## src/block_move_pkg.sv

```systemverilog
// Purpose: shared constants for the block move sequencer
// Assumes: one processor state equals one core_clk cycle
// Notes:   state counts hold for on-chip operands and code
`default_nettype none
package block_move_pkg;
    // widths of the general registers touched by the move
    localparam int ADDR_W         = 16;
    localparam int DATA_W         = 8;
    localparam int COUNT_W        = 16;
    localparam int COUNT_LOW_W    = 8;
    // fixed overhead, split into a leading and a trailing part
    localparam int PRE_STATES     = 4;
    localparam int POST_STATES    = 4;
    localparam int OVERHEAD_STATES = PRE_STATES + POST_STATES;
    // states spent on each byte moved
    localparam int BYTE_STATES    = 4;
    // depth of the byte buffer between read and write
    localparam int FIFO_DEPTH     = 8;
    // width of the overhead phase counter
    localparam int PHASE_W        = 3;
    // pointer and counter step per byte
    localparam logic [ADDR_W-1:0]  PTR_STEP   = 16'h0001;
    localparam logic [COUNT_W-1:0] COUNT_STEP = 16'h0001;
    localparam logic [COUNT_W-1:0] COUNT_ZERO = 16'h0000;
    // reset value of pointers and counters
    localparam logic [ADDR_W-1:0]  PTR_RESET  = 16'h0000;
endpackage
`default_nettype wire

```

## src/byte_fifo.sv

```systemverilog
// Purpose: small synchronous fifo for moved bytes
// Assumes: single clock, push and pop may coincide
// Notes:   full and empty come from an occupancy count
`timescale 1ns/1ps
`default_nettype none
module byte_fifo #(
    parameter int WIDTH = 8,
    parameter int DEPTH = 8
) (
    input  wire logic             core_clk,  // state clock
    input  wire logic             nrst,      // async reset, low
    input  wire logic             in_valid,  // push request
    output logic                  in_ready,  // room for a word
    input  wire logic [WIDTH-1:0] in_data,   // pushed word
    output logic                  out_valid, // word available
    input  wire logic             out_ready, // pop request
    output logic [WIDTH-1:0]      out_data   // oldest word
);
    localparam int PW = (DEPTH > 1) ? $clog2(DEPTH) : 1;
    localparam logic [PW:0] FULL_CNT = (PW+1)'(DEPTH);
    localparam logic [PW-1:0] LAST   = (PW)'(DEPTH - 1);

    logic [WIDTH-1:0] store [DEPTH];  // word storage
    logic [PW-1:0]    wr_ptr;         // next slot to fill
    logic [PW-1:0]    rd_ptr;         // oldest slot
    logic [PW:0]      fill;           // words held
    logic             push;           // accepted push
    logic             pop;            // accepted pop

    // wraps a pointer; depth need not be a power of two
    function automatic logic [PW-1:0] bump(input logic [PW-1:0] p);
        bump = (p == LAST) ? '0 : p + 1'b1;
    endfunction

    assign in_ready  = (fill != FULL_CNT);
    assign out_valid = (fill != '0);
    assign push      = in_valid && in_ready;
    assign pop       = out_ready && out_valid;
    assign out_data  = store[rd_ptr];

    // storage has no reset; only filled slots are ever read
    always_ff @(posedge core_clk) begin
        if (push) begin
            store[wr_ptr] <= in_data;
        end
    end

    // pointers and fill level
    always_ff @(posedge core_clk or negedge nrst) begin
        if (!nrst) begin
            wr_ptr <= '0;
            rd_ptr <= '0;
            fill   <= '0;
        end else begin
            if (push) begin
                wr_ptr <= bump(wr_ptr);
            end
            if (pop) begin
                rd_ptr <= bump(rd_ptr);
            end
            if (push && !pop) begin
                fill <= fill + 1'b1;
            end else if (pop && !push) begin
                fill <= fill - 1'b1;
            end
        end
    end
endmodule
`default_nettype wire

```

## src/move_counter.sv

```systemverilog
// Purpose: loadable down counter with zero detect
// Assumes: load wins over decrement
// Notes:   narrow mode counts only the low byte
`timescale 1ns/1ps
`default_nettype none
module move_counter #(
    parameter int WIDTH = 16,
    parameter int LOW_W = 8
) (
    input  wire logic             core_clk,  // state clock
    input  wire logic             nrst,      // async reset, low
    input  wire logic             load,      // take load_value
    input  wire logic [WIDTH-1:0] load_value,// initial count
    input  wire logic             narrow,    // low byte only
    input  wire logic             dec,       // one byte moved
    output logic [WIDTH-1:0]      value,     // present count
    output logic                  is_zero    // active part is zero
);
    // the upper byte is kept untouched in narrow mode
    assign is_zero = narrow ? (value[LOW_W-1:0] == '0) : (value == '0);

    // count register
    always_ff @(posedge core_clk or negedge nrst) begin
        if (!nrst) begin
            value <= '0;
        end else if (load) begin
            value <= load_value;
        end else if (dec && narrow) begin
            value[LOW_W-1:0] <= value[LOW_W-1:0] - 1'b1;
        end else if (dec) begin
            value <= value - 1'b1;
        end
    end
endmodule
`default_nettype wire

```

## src/block_move_sequencer.sv

```systemverilog
// Purpose: sequencer for the memory to memory block move
// Assumes: single cycle on-chip memory; decode gives one start pulse
// Notes:   slow memory stretches the byte states, not the overhead
//          byte form never touches the upper count byte
//
// Behaviour
// - byte form loops while count_low_byte nonzero
// - word form loops while count_word nonzero
// - per byte: pointers up one, counter down
// - zero count: no transfer, pointers unchanged
// - takes eight plus four states per byte
// - state count holds for on-chip operands

`timescale 1ns/1ps
`default_nettype none

module block_move_sequencer
    import block_move_pkg::*;
#(
    parameter int DEPTH = FIFO_DEPTH
) (
    input  wire logic               core_clk,      // state clock
    input  wire logic               nrst,          // async reset, low

    // instruction decode and register file side
    input  wire logic               start,         // begin move, pulse
    input  wire logic               word_form,     // 1 word, 0 byte form
    input  wire logic [COUNT_W-1:0] count_word_in, // counter register
    input  wire logic [ADDR_W-1:0]  src_in,        // source_pointer
    input  wire logic [ADDR_W-1:0]  dst_in,        // dest_pointer
    output logic                    busy,          // move in progress
    output logic                    done,          // last state, pulse
    output logic [COUNT_W-1:0]      count_word,    // updated counter
    output logic [ADDR_W-1:0]       source_pointer,// updated source
    output logic [ADDR_W-1:0]       dest_pointer,  // updated dest

    // internal memory bus side
    output logic                    mem_req,       // access request
    output logic                    mem_we,        // 1 write, 0 read
    output logic [ADDR_W-1:0]       mem_addr,      // byte address
    output logic [DATA_W-1:0]       mem_wdata,     // write byte
    input  wire logic               mem_ready,     // request accepted
    input  wire logic               mem_rvalid,    // read data valid
    input  wire logic [DATA_W-1:0]  mem_rdata      // read byte
);

    // one-hot sequencer states
    typedef enum logic [6:0] {
        ST_IDLE = 7'b0000001,  // waiting for start
        ST_PRE  = 7'b0000010,  // leading overhead
        ST_RD   = 7'b0000100,  // issue source read
        ST_RDAT = 7'b0001000,  // catch read byte
        ST_WR   = 7'b0010000,  // issue destination write
        ST_UPD  = 7'b0100000,  // step pointers and counter
        ST_POST = 7'b1000000   // trailing overhead
    } move_state_e;

    localparam logic [PHASE_W-1:0] PRE_LAST  = PHASE_W'(PRE_STATES - 1);
    localparam logic [PHASE_W-1:0] POST_LAST = PHASE_W'(POST_STATES - 1);

    // sequencer state
    move_state_e         state;       // present state
    move_state_e         next_state;  // state for next edge
    logic [PHASE_W-1:0]  phase;       // overhead state counter

    // counter control
    logic                narrow;      // byte form latched at start
    logic                cnt_zero;    // active counter is zero
    logic                cnt_load;    // load counter at start
    logic                cnt_dec;     // one byte done

    // byte buffer handshake
    logic                fifo_in_ready;  // buffer has room
    logic                fifo_out_valid; // buffer holds a byte
    logic [DATA_W-1:0]   fifo_out_data;  // oldest buffered byte
    logic                push;        // read byte into buffer
    logic                pop;         // buffered byte written out

    // overhead phase ends
    logic                phase_end_pre;  // last leading state
    logic                phase_end_post; // last trailing state

    // adds one step to a pointer, shared by both pointers
    // pointers wrap at the top of the address space
    function automatic logic [ADDR_W-1:0] advance(
        input logic [ADDR_W-1:0] p
    );
        advance = p + PTR_STEP;
    endfunction

    // the active counter: low byte alone or the whole word
    // byte form leaves the upper byte as loaded
    move_counter #(
        .WIDTH (COUNT_W),
        .LOW_W (COUNT_LOW_W)
    ) u_count (
        .core_clk   (core_clk),
        .nrst       (nrst),
        .load       (cnt_load),
        .load_value (count_word_in),
        .narrow     (narrow),
        .dec        (cnt_dec),
        .value      (count_word),
        .is_zero    (cnt_zero)
    );

    // buffer between the read and write halves of a byte;
    // a full buffer holds the read back, an empty one the write
    byte_fifo #(
        .WIDTH (DATA_W),
        .DEPTH (DEPTH)
    ) u_fifo (
        .core_clk  (core_clk),
        .nrst      (nrst),
        .in_valid  (push),
        .in_ready  (fifo_in_ready),
        .in_data   (mem_rdata),
        .out_valid (fifo_out_valid),
        .out_ready (pop),
        .out_data  (fifo_out_data)
    );

    // a start is taken only in idle; busy refuses the rest
    assign cnt_load       = (state == ST_IDLE) && start;
    assign cnt_dec        = (state == ST_UPD);

    // ends of the two overhead phases
    assign phase_end_pre  = (phase == PRE_LAST);
    assign phase_end_post = (phase == POST_LAST);

    // status seen by the decode side
    assign busy           = (state != ST_IDLE);
    assign done           = (state == ST_POST) && phase_end_post;

    // a read byte enters the buffer as soon as it returns
    assign push = (state == ST_RDAT) && mem_rvalid;
    // the write leaves the buffer once the bus takes it
    assign pop  = (state == ST_WR) && mem_ready && fifo_out_valid;

    // bus request decode; handshake outputs are combinational
    always_comb begin
        // defaults: no access, source on the address
        mem_req   = 1'b0;
        mem_we    = 1'b0;
        mem_addr  = source_pointer;
        mem_wdata = fifo_out_data;

        case (state)
            ST_RD: begin
                // read waits for buffer room so no byte is dropped
                mem_req  = fifo_in_ready;
                mem_addr = source_pointer;
            end

            ST_WR: begin
                // write only after its byte is buffered
                mem_req  = fifo_out_valid;
                mem_we   = 1'b1;
                mem_addr = dest_pointer;
            end

            default: begin
                // overhead and update keep off the bus
                mem_req  = 1'b0;
            end
        endcase
    end

    // next state; with single cycle memory each byte is four states
    always_comb begin
        // hold unless a branch below moves on
        next_state = state;

        case (state)
            ST_IDLE: begin
                // only idle looks at start
                if (start) begin
                    next_state = ST_PRE;
                end
            end

            ST_PRE: begin
                // counter checked at the end of the leading overhead
                if (phase_end_pre) begin
                    if (cnt_zero) begin
                        next_state = ST_POST;
                    end else begin
                        next_state = ST_RD;
                    end
                end
            end

            ST_RD: begin
                // slower memory simply holds this state longer
                if (mem_req && mem_ready) begin
                    next_state = ST_RDAT;
                end
            end

            ST_RDAT: begin
                // waits as long as the read data is late
                if (mem_rvalid) begin
                    next_state = ST_WR;
                end
            end

            ST_WR: begin
                // moves on once the bus takes the byte
                if (pop) begin
                    next_state = ST_UPD;
                end
            end

            ST_UPD: begin
                // the counter still holds the pre-decrement value;
                // one means this byte was the last one
                if (narrow ? (count_word[COUNT_LOW_W-1:0]
                              == COUNT_STEP[COUNT_LOW_W-1:0])
                           : (count_word == COUNT_STEP)) begin
                    next_state = ST_POST;
                end else begin
                    next_state = ST_RD;
                end
            end

            ST_POST: begin
                // done marks the last of these states
                if (phase_end_post) begin
                    next_state = ST_IDLE;
                end
            end

            default: begin
                // a broken one-hot code recovers to idle
                next_state = ST_IDLE;
            end
        endcase
    end

    // state register
    // reset parks the machine in idle
    always_ff @(posedge core_clk or negedge nrst) begin
        if (!nrst) begin
            state <= ST_IDLE;
        end else begin
            state <= next_state;
        end
    end

    // overhead counter, cleared on entry to each overhead phase
    always_ff @(posedge core_clk or negedge nrst) begin
        if (!nrst) begin
            phase <= '0;
        end else if ((state == ST_PRE) || (state == ST_POST)) begin
            // leaving a phase clears it for the next
            if (next_state != state) begin
                phase <= '0;
            end else begin
                phase <= phase + 1'b1;
            end
        end else begin
            // byte states and idle keep it at zero
            phase <= '0;
        end
    end

    // form of the move, held for the whole instruction
    // a start refused while busy cannot change it
    always_ff @(posedge core_clk or negedge nrst) begin
        if (!nrst) begin
            narrow <= 1'b1;
        end else if (cnt_load) begin
            narrow <= !word_form;
        end
    end

    // source pointer: loaded at start, stepped once per byte
    // stepped in the update state, after the write is taken
    always_ff @(posedge core_clk or negedge nrst) begin
        if (!nrst) begin
            source_pointer <= PTR_RESET;
        end else if (cnt_load) begin
            source_pointer <= src_in;
        end else if (state == ST_UPD) begin
            source_pointer <= advance(source_pointer);
        end
    end

    // destination pointer: a zero count never reaches ST_UPD,
    // so both pointers leave as they came
    always_ff @(posedge core_clk or negedge nrst) begin
        if (!nrst) begin
            dest_pointer <= PTR_RESET;
        end else if (cnt_load) begin
            dest_pointer <= dst_in;
        end else if (state == ST_UPD) begin
            dest_pointer <= advance(dest_pointer);
        end
    end
endmodule
`default_nettype wire

```

## config.mk

```make
export PLATFORM = sky130hd
export DESIGN_NAME = block_move_sequencer
export DESIGN_NICKNAME = d
export VERILOG_FILES = /design/src/block_move_pkg.sv /design/src/byte_fifo.sv /design/src/move_counter.sv /design/src/block_move_sequencer.sv
export SDC_FILE = /design/constraint.sdc
export NUM_CORES = 1
export LEC_CHECK = 0
export BUFFER_PORTS_ARGS = -buffer_cell sky130_fd_sc_hd__buf_4
export CAP_MARGIN = 10
export CORE_MARGIN = 4
export CORE_UTILIZATION = 30
export DETAILED_ROUTE_END_ITERATION = 8
export GPL_TIMING_DRIVEN = 0
export SYNTH_ARGS = -nofsm -noshare
export SYNTH_HDL_FRONTEND = slang
export SYNTH_SLANG_ARGS = --single-unit
```

## constraint.sdc

```tcl
create_clock -name core_clk -period 4.45 [get_ports core_clk]
set_clock_uncertainty 0.05 [all_clocks]
set_input_delay 0.6675 -clock core_clk [delete_from_list [all_inputs] [get_ports core_clk]]
set_output_delay 0.6675 -clock core_clk [all_outputs]
set_load 0.005 [all_outputs]
```

Word level (Yosys, flattened, before mapping):

Memories as Yosys holds them, arrays and structs flattened.
Cells that the tools add are included.

* add/subtract/negate cells: 9
* reductions and logical operators: 22
* equality and inequality tests: 16
* mux-type cells: 30

Operators by type and width (count)
* 16-bit 2-to-1 mux: 7
* 7-bit 2-to-1 mux: 8
* 7-bit one-hot mux with 7 select lines: 1
* 16-bit by 1-bit adder with 16-bit output (second input constant): 2
* 16-bit by 1-bit == test with 1-bit output (second input constant): 1
* 16-bit zero test: 1
* 8-bit 2-to-1 mux: 2
* 16-bit by 1-bit subtractor with 16-bit output (second input constant): 1
* 3-bit 2-to-1 mux: 4
* 1-bit logical AND: 11
* 3-bit by 1-bit adder with 3-bit output (second input constant): 3
* 8-bit by 1-bit == test with 1-bit output (second input constant): 1
* 8-bit zero test: 1
* 4-bit 2-to-1 mux: 2
* 8-bit by 1-bit subtractor with 8-bit output (second input constant): 1
* 7-bit by 1-bit == test with 1-bit output (second input constant): 1
* 7-bit by 2-bit == test with 1-bit output (second input constant): 1
* 7-bit by 3-bit == test with 1-bit output (second input constant): 1
* 7-bit by 4-bit == test with 1-bit output (second input constant): 1
* 7-bit by 5-bit == test with 1-bit output (second input constant): 1
* 7-bit by 6-bit == test with 1-bit output (second input constant): 1
* 7-bit == test (second input constant): 1
* 7-bit by 1-bit inequality test with 1-bit output (second input constant): 1
* 7-bit inequality test: 1
* other kinds (14): 22

* logic and storage cells: 88
* output and inout port bits: 76
* input port bits: 62
* memories: 1
* bits in registers: 69
* bits in writable memories: 64

Memory list
* u_fifo.store: words 8, bits a word 8, rd ports 1, clocked after Yosys merged registers in 0, wr ports 1, RTL line byte_fifo.sv:23 `logic [WIDTH-1:0] store [DEPTH];`

Logic depth before layout (Yosys ltp):

Gate-level depths: netlist (run 1).

* depth after elaboration: 8
* depth in mapped cells: 12

Modules after synthesis:

A second synthesis (run 1) with hierarchy kept.

* cells, all modules: 582
* area, all modules: 6741.5 µm²

By module, submodules not included
* byte_fifo: cells an instance 157, seq. area each 2172.1 µm², area each 3151.8 µm², times used 1
* block_move_sequencer: cells an instance 321, seq. area each 1078.5 µm², area each 2665.1 µm², times used 1
* move_counter: cells an instance 104, seq. area each 400.4 µm², area each 924.6 µm², times used 1

Least setup slack after synthesis (run 1):

No wires, ideal clock.

* kind: flip-flop to flip-flop
* start: reg state[6]
* end: reg u_fifo.fill[3]
* path buffers: 1
* library setup time: 0.080 ns
* slack: 1.343 ns
* arrival time: 2.977 ns
* cell stages (with the launch flop): 13
* period minus slack after synthesis: 3.107 ns
* data required time: 4.320 ns
* cells stage by stage: dfrtp_1 -> clkbuf_1 -> or4b_2 -> or2_2 -> nor2_2 -> inv_1 -> ha_1 -> inv_1 -> ha_1 -> a21o_1 -> a21oi_1 -> mux2i_1 -> xnor2_1

* cells in the longest elaborated chain, start to end: 7

RTL lines
* start: declaration: RTL line block_move_sequencer.sv:62 `move_state_e state;`
* start signal: assignment: RTL line block_move_sequencer.sv:246 `state <= next_state;`
* 7-bit by 5-bit == test with 1-bit output: RTL line block_move_sequencer.sv:138 `assign pop = (state == ST_WR) && mem_ready && fifo_out_valid;`
* 1-bit logical AND (2 in a row): RTL line block_move_sequencer.sv:138
* 1-bit logical AND: RTL line byte_fifo.sv:38 `assign pop = out_ready && out_valid;`
* 1-bit zero test: RTL line byte_fifo.sv:61 `if (push && !pop) begin`
* 1-bit logical AND: RTL line byte_fifo.sv:61
* 4-bit 2-to-1 mux / 2-bit nonzero test (equally long branches)
* end signal: assignment: RTL line byte_fifo.sv:62 `fill <= fill + 1'b1;`
* end signal: assignment: RTL line byte_fifo.sv:64 `fill <= fill - 1'b1;`
* end: declaration: RTL line byte_fifo.sv:26 `logic [PW:0] fill;`

Several ways; a longest one is shown, not always the timed one.
A chain may end at the register's enable or synchronous reset.

Final worst setup path (run 1):

* start: reg state[6]
* end: out mem_addr[5]

* cells in the longest elaborated chain, start to end: 2

RTL lines
* 7-bit by 5-bit == test with 1-bit output: RTL line block_move_sequencer.sv:148 `case (state)`
* 16-bit 2-to-1 mux: RTL line block_move_sequencer.sv:148
* end: declaration: RTL line block_move_sequencer.sv:40 `output logic [ADDR_W-1:0] mem_addr,`

No other way between the ends.

==> results of run 1 <==
-- metrics by stage --
| step | hold WS, ns | setup WS, ns |
|---|---|---|
| global placement | 0.376 | 0.893 |
| detailed placement | 0.378 | 0.917 |
| global route | 0.329 | 0.592 |
| floorplan | 0.322 | 1.34 |
| finish | 0.330 | 0.778 |
| CTS | 0.334 | 0.755 |
-- worst register-to-register path, stage by stage (launching register included) --
cell and delay, ns:
dfrtp_1 0.41, clkbuf_1 0.23, or4b_2 0.72, or2_2 0.35, nor2_2 0.30, inv_1 0.08
ha_1 0.21, inv_1 0.14, ha_1 0.26, a21o_1 0.18, a21oi_1 0.18, mux2i_1 0.23
xnor2_1 0.13
-- cells in the mapped netlist, types with 4 or more instances --
master    number
a211oi_1       9
nor3_1        11
mux4_2        16
and2_1         5
edfxtp_1      64
a311oi_1       5
nand3_1       16
or3_1         13
o311ai_0       6
or4_1         15
mux2_2        15
clkbuf_1      21
o21ai_0       26
a21oi_1        8
a221o_1        5
nand2_1       77
and3_1         6
dfrtp_1       67
nor2_1        50
inv_1         17
buf_2          9
nand4_1       10
ha_1          14
nand4b_1       4
xor2_1         5
a31oi_1       18
o31ai_1       11
xnor2_1        9
nor4_1        11
-- worst max-delay path by stage --
stage / start / end / slack, ns / cells after the start
final: state[6]$_DFF_PN0_ / mem_addr[5] / 0.78 / 8
after global routing: state[6]$_DFF_PN0_ / mem_addr[6] / 0.59 / 8
after CTS: state[6]$_DFF_PN0_ / mem_addr[6] / 0.75 / 8
after detailed placement: state[6]$_DFF_PN0_ / u_fifo.fill[3]$_DFFE_PN0P_ / 0.92 / 12
after global placement: state[4]$_DFF_PN0_ / u_fifo.store[0][0]$_DFFE_PP_ / 0.89 / 5
after floorplan: state[6]$_DFF_PN0_ / u_fifo.fill[3]$_DFFE_PN0P_ / 1.34 / 12
-- state kept, by name (all words and copies together), names as in the netlist, 3 cells and up --
name / cells
u_fifo.store: 64
dest_pointer: 16
source_pointer: 16
u_count.value: 16
state: 7
u_fifo.fill: 4
phase: 3
u_fifo.rd_ptr: 3
u_fifo.wr_ptr: 3
-- cell families (layout without fill, tap and decap cells) --
family / Yosys count / in the layout / synth area share (%)
AO/OA/AOI/OAI: 104 / 104 / 10.6
XOR/XNOR: 14 / 14 / 1.83
adder cells (fa/ha/maj): 15 / 15 / 2.91
buffers and inverters: 52 / 221 / 3.21
flip-flops: 133 / 133 / 54.4
multiplexers: 33 / 33 / 8.19
AND/OR/NAND/NOR: 243 / 243 / 18.8
-- where the power goes --
part	switching, W	internal [W]	total (W)
combinational	0.000736	0.000710	0.00145
sequential	0.000364	0.00152	0.00189
clock	0.000595	0.000794	0.00139
-- placed cells by master, fill, tap and decap left out, drive strengths merged, types with 16 or more instances in the layout --
cell	count
clkbuf	39
nand2	77
mux4	16
or4	16
o21ai	26
dfrtp	67
nand3	16
nor2	51
a31oi	18
edfxtp	64
buf	150
inv	27
-- final cells by class --
| type | count | share of cell area [%] |
|---|---|---|
| Sequential cell | 133 | 42.1 |
| Multi-Input combinational cell | 409 | 32.8 |
| Timing Repair Buffer | 137 | 11.9 |
| Clock buffer | 17 | 4.90 |
| Tap cell | 280 | 4.04 |
| Clock inverter | 15 | 1.82 |
| Buffer | 35 | 1.74 |
| Inverter | 17 | 0.735 |
-- routing by layer --
metal / wire, um / up-vias
met5: 0 / -
met4: 201 / 0
met3: 1220 / 14
met2: 9340 / 166
met1: 8630 / 2759
li1: - / 2576
==> metrics.csv, run 1 <==
stage,metric,value,unit
global_routing,initial antenna violation count,0,
sta,Tmin final,3.67,ns
setup_path,R2R setup slack,0.90,ns
floorplan,initial core utilization,30.6,%
setup_path,Reg-to-Reg End,u_fifo.fill[3]$_DFFE_PN0P_,
pwr,Pwr per Cell Area,544,mW/mm^2
floorplan,Core ar.,0.0219,mm^2
global_routing,grt total ovfl,0,
detailed_routing,DR vias,5515,
global_routing,gr usage total,15.9,%
sta,pins over their slew limit,0,
min_path,worst hold path type,primary input to async pin,
sta,Slew @ Worst Pin,1.01,ns
logic_synthesis,Synth Instances,594,
logic_synthesis,ys async rst share,51.9,%
sta,Slew HR,32.5,%
sta,FMAX,272,MHz
job,max cap viols,0,
logic_synthesis,"Avg Cell Area, Syn",11.3,um^2
clock_tree,"Clk Latency, worst-skew pair",0.42,ns
layout,register area,0.00365,mm^2
clock_tree,CTS buffer count,17,
sta,RSZ-0062 raised after global routing,no,
layout,Ant. Diodes,0,
placement,Final HPWL DP,13900,um
detailed_routing,DR WL/cell,18.6,um
clock_tree,Max clock buf depth,2,
global_routing,vias in the first global route,5325,
placement,dpl cells,1011,
placement,IO buf count,137,
logic_synthesis,sequential fraction of the synthesis area,54.4,%
setup_path,FF-to-FF path depth,12,
global_routing,GR Util met1,22.2,%
clock_tree,clock sinks,133,
clock_tree,CTS Hold Bufs,0,
sta,"Hold Vio Cnt, Final",0,
global_routing,largest net degree at the start of global routing,70,
setup_path,"slowest stage cell, crit path",or4b_2,
floorplan,# rows,54,
clock_tree,Clock Tree Root,clkbuf_16,
setup_path,CP Data Arrival Time,2.95,ns
global_routing,global-route met2 utilization,24.9,%
floorplan,die area,0.0248,mm^2
clock_tree,setup bufs post-CTS,0,
detailed_routing,Final ANT Viol Nets,0,
setup_path,max incr delay on CP,0.72,ns
global_routing,grt peak-use layer,met2,
logic_synthesis,share of the synthesized area in the top cell type,28.7,%
logic_synthesis,library cells used by synthesis,63,
sta,setup_tns,0,ns
placement,DP Area,0.00810,mm^2
pwr,Peak VDD IR,222,uV
clock_tree,CTS tree,done,
clock_tree,post-cts resize count,0,
setup_path,critical path launch point type,flop,
setup_path,"delay-heaviest family, CP",simple AND/OR/NAND/NOR gates,
layout,share of layout cells above drive strength 1,29.6,%
detailed_routing,DRC viols,0,
clock_tree,Clock Pin Slew Worst Setup and Hold Paths,0.06,ns
setup_path,Critical path buffers and inverters,4,
setup_path,Reg2Reg Launch Point,state[6]$_DFF_PN0_,
pwr,overall power,0.00472,W
layout,P&R area growth vs syn,29.4,%
floorplan,IO Count,138,
sta,Final period util,82.5,%
detailed_routing,via-per-instance ratio,5.29,
pwr,Leak,3.48,nW
layout,Multi-input gate area,0.00285,mm^2
floorplan,DIE HEIGHT,158,um
logic_synthesis,"top cells by area, synth","edfxtp_1, dfrtp_1, mux4_2",
detailed_routing,drt pass-1 iters,6,
setup_path,CP Class,flop to primary output,
sta,Final setup viols,0,
logic_synthesis,Mapped Area,0.00671,mm^2
setup_path,crit-path cells,clkbuf_1 -> or4b_2 -> or2_2 -> inv_1 -> buf_2 -> nand2_1 -> nand2_1 -> buf_4,
logic_synthesis,"EDFF count, synth",64,
layout,Finished Core Util,39.6,%
run_status,status,completed,
setup_path,Worst Path Required,3.73,ns
layout,Layout fillers,2171,
floorplan,die width,158,um
global_routing,first-pass GRT wire length,30300,um
layout,final instance area,0.00868,mm^2
detailed_routing,total routed wirelength,19400,um
logic_synthesis,largest area contributor in the netlist,edfxtp_1,
setup_path,Crit. End Element,primary output,
setup_path,critical-path maximum fanout,10,
clock_tree,htree depth,4,
layout,Non-Filler Instances,1043,
layout,Nets,827,
logic_synthesis,dominant synthesized flop cell,dfrtp_1,
global_routing,M3 GR Usage,3.63,%
detailed_routing,drt initial violations,335,
logic_synthesis,syn_nets,671,
logic_synthesis,YS warnings,0,
logic_synthesis,"FF+latch count, synth",133,
placement,GPL Wtd Cong,0.800,
setup_path,Worst path most repeated cell,nand2_1,
Power figures use the tool's default switching activity.
==> run 2, diff against run 1 <==
--- a/config.mk
+++ b/config.mk
@@ -5,6 +5,7 @@
 export SDC_FILE = /design/constraint.sdc
 export NUM_CORES = 1
 export LEC_CHECK = 0
+export ABC_AREA = 1
 export BUFFER_PORTS_ARGS = -buffer_cell sky130_fd_sc_hd__buf_4
 export CAP_MARGIN = 10
 export CORE_MARGIN = 4
==> constraint.sdc (replaced) <==
create_clock -name core_clk -period 3.3 [get_ports core_clk]
set_clock_uncertainty 0.05 [all_clocks]
set_input_delay 0.495 -clock core_clk [delete_from_list [all_inputs] [get_ports core_clk]]
set_output_delay 0.495 -clock core_clk [all_outputs]
set_load 0.005 [all_outputs]
==> run 2 against run 1 <==
Compared with the run above:
- sequential share of layout area is 1.8 points lower
- utilization hardly changed
- via count is 15% higher
- clock power is 29% higher
- synthesized cell count is 34% higher
- die area is 4.9% higher
- first-iteration DRC count is 46% higher
- highest routed layer unchanged
- critical endpoint is now mem_addr[9]
==> metrics.csv, run 2 <==
stage,metric,value,unit,change
setup_path,CP Class,flop to primary output,,unchanged
layout,share of layout cells above drive strength 1,23.5,%,was 29.6%
clock_tree,post-cts resize count,0,,unchanged
min_path,worst hold path type,primary input to async pin,,unchanged
logic_synthesis,Synth Instances,796,,was 594
layout,Finished Core Util,39.6,%,about the same
pwr,Leak,3.90,nW,was 3.48 nW
logic_synthesis,sequential fraction of the synthesis area,51.8,%,was 54.4%
setup_path,"delay-heaviest family, CP",simple AND/OR/NAND/NOR gates,,unchanged
logic_synthesis,Mapped Area,0.00705,mm^2,was 0.00671 mm^2
global_routing,first-pass GRT wire length,36600,um,"was 30,300 um"
floorplan,initial core utilization,30.9,%,was 30.6%
global_routing,vias in the first global route,6489,,"was 5,325"
placement,Final HPWL DP,17100,um,"was 13,900 um"
placement,GPL Wtd Cong,0.905,,was 0.800
layout,Ant. Diodes,0,,unchanged
detailed_routing,drt pass-1 iters,7,,was 6
job,max cap viols,0,,unchanged
global_routing,gr usage total,18.2,%,was 15.9%
global_routing,grt total ovfl,0,,unchanged
setup_path,CP Data Arrival Time,2.51,ns,was 2.95 ns
clock_tree,CTS Hold Bufs,0,,unchanged
sta,Final setup viols,0,,unchanged
floorplan,Core ar.,0.0228,mm^2,was 0.0219 mm^2
clock_tree,CTS tree,done,,unchanged
logic_synthesis,top-count cell post-synth,nand2_1,,unchanged
setup_path,"slowest stage cell, crit path",clkbuf_1,,was or4b_2
setup_path,critical path launch point type,flop,,unchanged
detailed_routing,Final ANT Viol Nets,0,,unchanged
logic_synthesis,YS warnings,0,,unchanged
detailed_routing,via-per-instance ratio,4.95,,was 5.29
sta,RSZ-0062 raised after global routing,no,,unchanged
logic_synthesis,syn_nets,873,,was 671
sta,Slew @ Worst Pin,0.995,ns,was 1.01 ns
global_routing,largest net degree at the start of global routing,70,,unchanged
setup_path,Crit. End Element,primary output,,unchanged
global_routing,initial antenna violation count,0,,unchanged
clock_tree,Clock Tree Root,clkbuf_16,,unchanged
setup_path,CP startpoint,state[6]$_DFF_PN0_,,unchanged
detailed_routing,DR WL/cell,18.2,um,was 18.6 um
layout,most flop-heavy register,u_fifo.store,,unchanged
setup_path,Critical path buffers and inverters,3,,was 4
run_status,status,completed,,unchanged
detailed_routing,total routed wirelength,23300,um,"was 19,400 um"
logic_synthesis,share of the synthesized area in the top cell type,27.3,%,was 28.7%
layout,P&R area growth vs syn,28.5,%,was 29.4%
logic_synthesis,ys async rst share,51.9,%,unchanged
placement,IO buf count,137,,unchanged
setup_path,Worst Path Required,2.75,ns,was 3.73 ns
sta,Final period util,92.6,%,
logic_synthesis,dominant synthesized flop cell,dfrtp_1,,unchanged
clock_tree,setup bufs post-CTS,0,,unchanged
logic_synthesis,synth cell count leaders,"nand2_1, nor2_1, o21ai_0, dfrtp_1, inv_1",,"was nand2_1, dfrtp_1, edfxtp_1, nor2_1, o21ai_0"
pwr,Pwr per Cell Area,734,mW/mm^2,was 544 mW/mm^2
logic_synthesis,"FF+latch count, synth",133,,unchanged
setup_path,crit-path cells,inv_1 -> nand3_1 -> nor2_2 -> clkbuf_1 -> nand2_1 -> nand2_1 -> buf_4,,was clkbuf_1 -> or4b_2 -> or2_2 -> inv_1 -> buf_2 -> nand2_1 -> nand2_1 -> buf_4
sta,pins over their slew limit,0,,unchanged
sta,FMAX,327,MHz,
sta,setup_tns,0,ns,unchanged
sta,Slew HR,33.7,%,was 32.5%
detailed_routing,drt initial violations,489,,was 335
clock_tree,CTS buffer count,17,,unchanged
detailed_routing,DR vias,6358,,"was 5,515"
layout,"most common cell after layout, fill and taps aside",buf_4,,unchanged
detailed_routing,DRC viols,0,,unchanged
clock_tree,htree depth,4,,unchanged
sta,Tmin final,3.06,ns,
logic_synthesis,"Avg Cell Area, Syn",8.86,um^2,was 11.3 um^2
clock_tree,clock sinks,133,,unchanged
clock_tree,Clock Pin Slew Worst Setup and Hold Paths,0.06,ns,about the same
logic_synthesis,library cells used by synthesis,57,,was 63
pwr,Peak VDD IR,362,uV,was 222 uV
floorplan,die area,0.0260,mm^2,was 0.0248 mm^2
clock_tree,"Clk Latency, worst-skew pair",0.43,ns,was 0.42 ns
layout,most frequent cells in the layout,"buf_4, nand2_1, nor2_1",,"was buf_4, nand2_1, dfrtp_1"
floorplan,DIE HEIGHT,161,um,was 158 um
floorplan,die width,161,um,was 158 um
sta,"Hold Vio Cnt, Final",0,,unchanged
floorplan,# rows,55,,was 54
layout,max reg flops,64,,unchanged
setup_path,critical-path maximum fanout,10,,unchanged
floorplan,IO Count,138,,unchanged
setup_path,Worst path most repeated cell,nand2_1,,unchanged
logic_synthesis,largest area contributor in the netlist,edfxtp_1,,unchanged
logic_synthesis,"EDFF count, synth",64,,unchanged
setup_path,Reg2Reg Launch Point,state[6]$_DFF_PN0_,,unchanged
layout,Nets,1037,,was 827
clock_tree,Max clock buf depth,2,,unchanged
setup_path,max incr delay on CP,0.55,ns,was 0.72 ns
logic_synthesis,"top cells by area, synth","edfxtp_1, dfrtp_1, nand2_1",,"was edfxtp_1, dfrtp_1, mux4_2"
run 2: path summary, 6_finish.rpt:
| kind | end | slack, ns | cells after the start |
|---|---|---|---|
| hold / removal | u_count.value[0]$_DFFE_PN0P_ | 0.18 | 1 |
| setup reg to reg | u_fifo.fill[3]$_DFFE_PN0P_ | 0.41 | 13 |
| setup / recovery | mem_addr[9] | 0.24 | 7 |
| max in group asynchronous | u_fifo.rd_ptr[1]$_DFFE_PN0P_ | 2.38 | 1 |
| hold reg to reg | phase[0]$_DFF_PN0_ | 0.48 | 3 |
| min in group core_clk | narrow$_DFFE_PN1P_ | 0.18 | 2 |
run 2: per-stage QoR:
stage / worst slack [ns] / area [um^2] / cells / power [W] / hold slack [ns]
after floorplan: 0.909 / 7050 / 796 / 0.00367 / 0.149
after global placement: 0.251 / 8470 / 1246 / 0.00486 / 0.459
after detailed placement: 0.335 / 8500 / 1252 / 0.00489 / 0.457
after CTS: 0.127 / 9040 / 1283 / 0.00668 / 0.162
after global routing: 0.0441 / 9060 / 1285 / 0.00707 / 0.190
final: 0.245 / 9060 / 1285 / 0.00665 / 0.179
run 2: cells by family after synthesis:
group	count (synthesis)	share of synthesized area, %
AOI/OAI and AO/OA	170	14.6
xor gates and xnor gates	21	2.61
adders and majority gates	15	2.77
buffers and inverters	106	6.27
DFF	133	51.8
muxes	1	0.160
and+or+nand+nor	350	21.8
run 2: report_power, final:
part	total, W	internal [W]	switching, W
clock network	0.00179	0.00103	0.000761
logic	0.00237	0.00104	0.00133
registers	0.00249	0.00205	0.000443
total	0.00665	0.00411	0.00254
run 2: final cells by class:
cell class / instances / area, um^2
fillers: 2365 / 13800
flip-flops and latches: 133 / 3650
multi-input cells: 557 / 2960
repair buffers: 145 / 1080
clock buffers: 18 / 429
well taps: 313 / 392
inverters: 75 / 284
plain buffers: 31 / 158
clock inverters: 13 / 110
run 2: routing by layer:
metal / wire (um) / track usage [%] / vias up
li1: - / - / 3055
met1: 9610 / 22.3 / 2991
met2: 11200 / 30.6 / 271
met3: 2010 / 5.87 / 41
met4: 506 / 5.97 / 0
met5: 0 / 0 / -
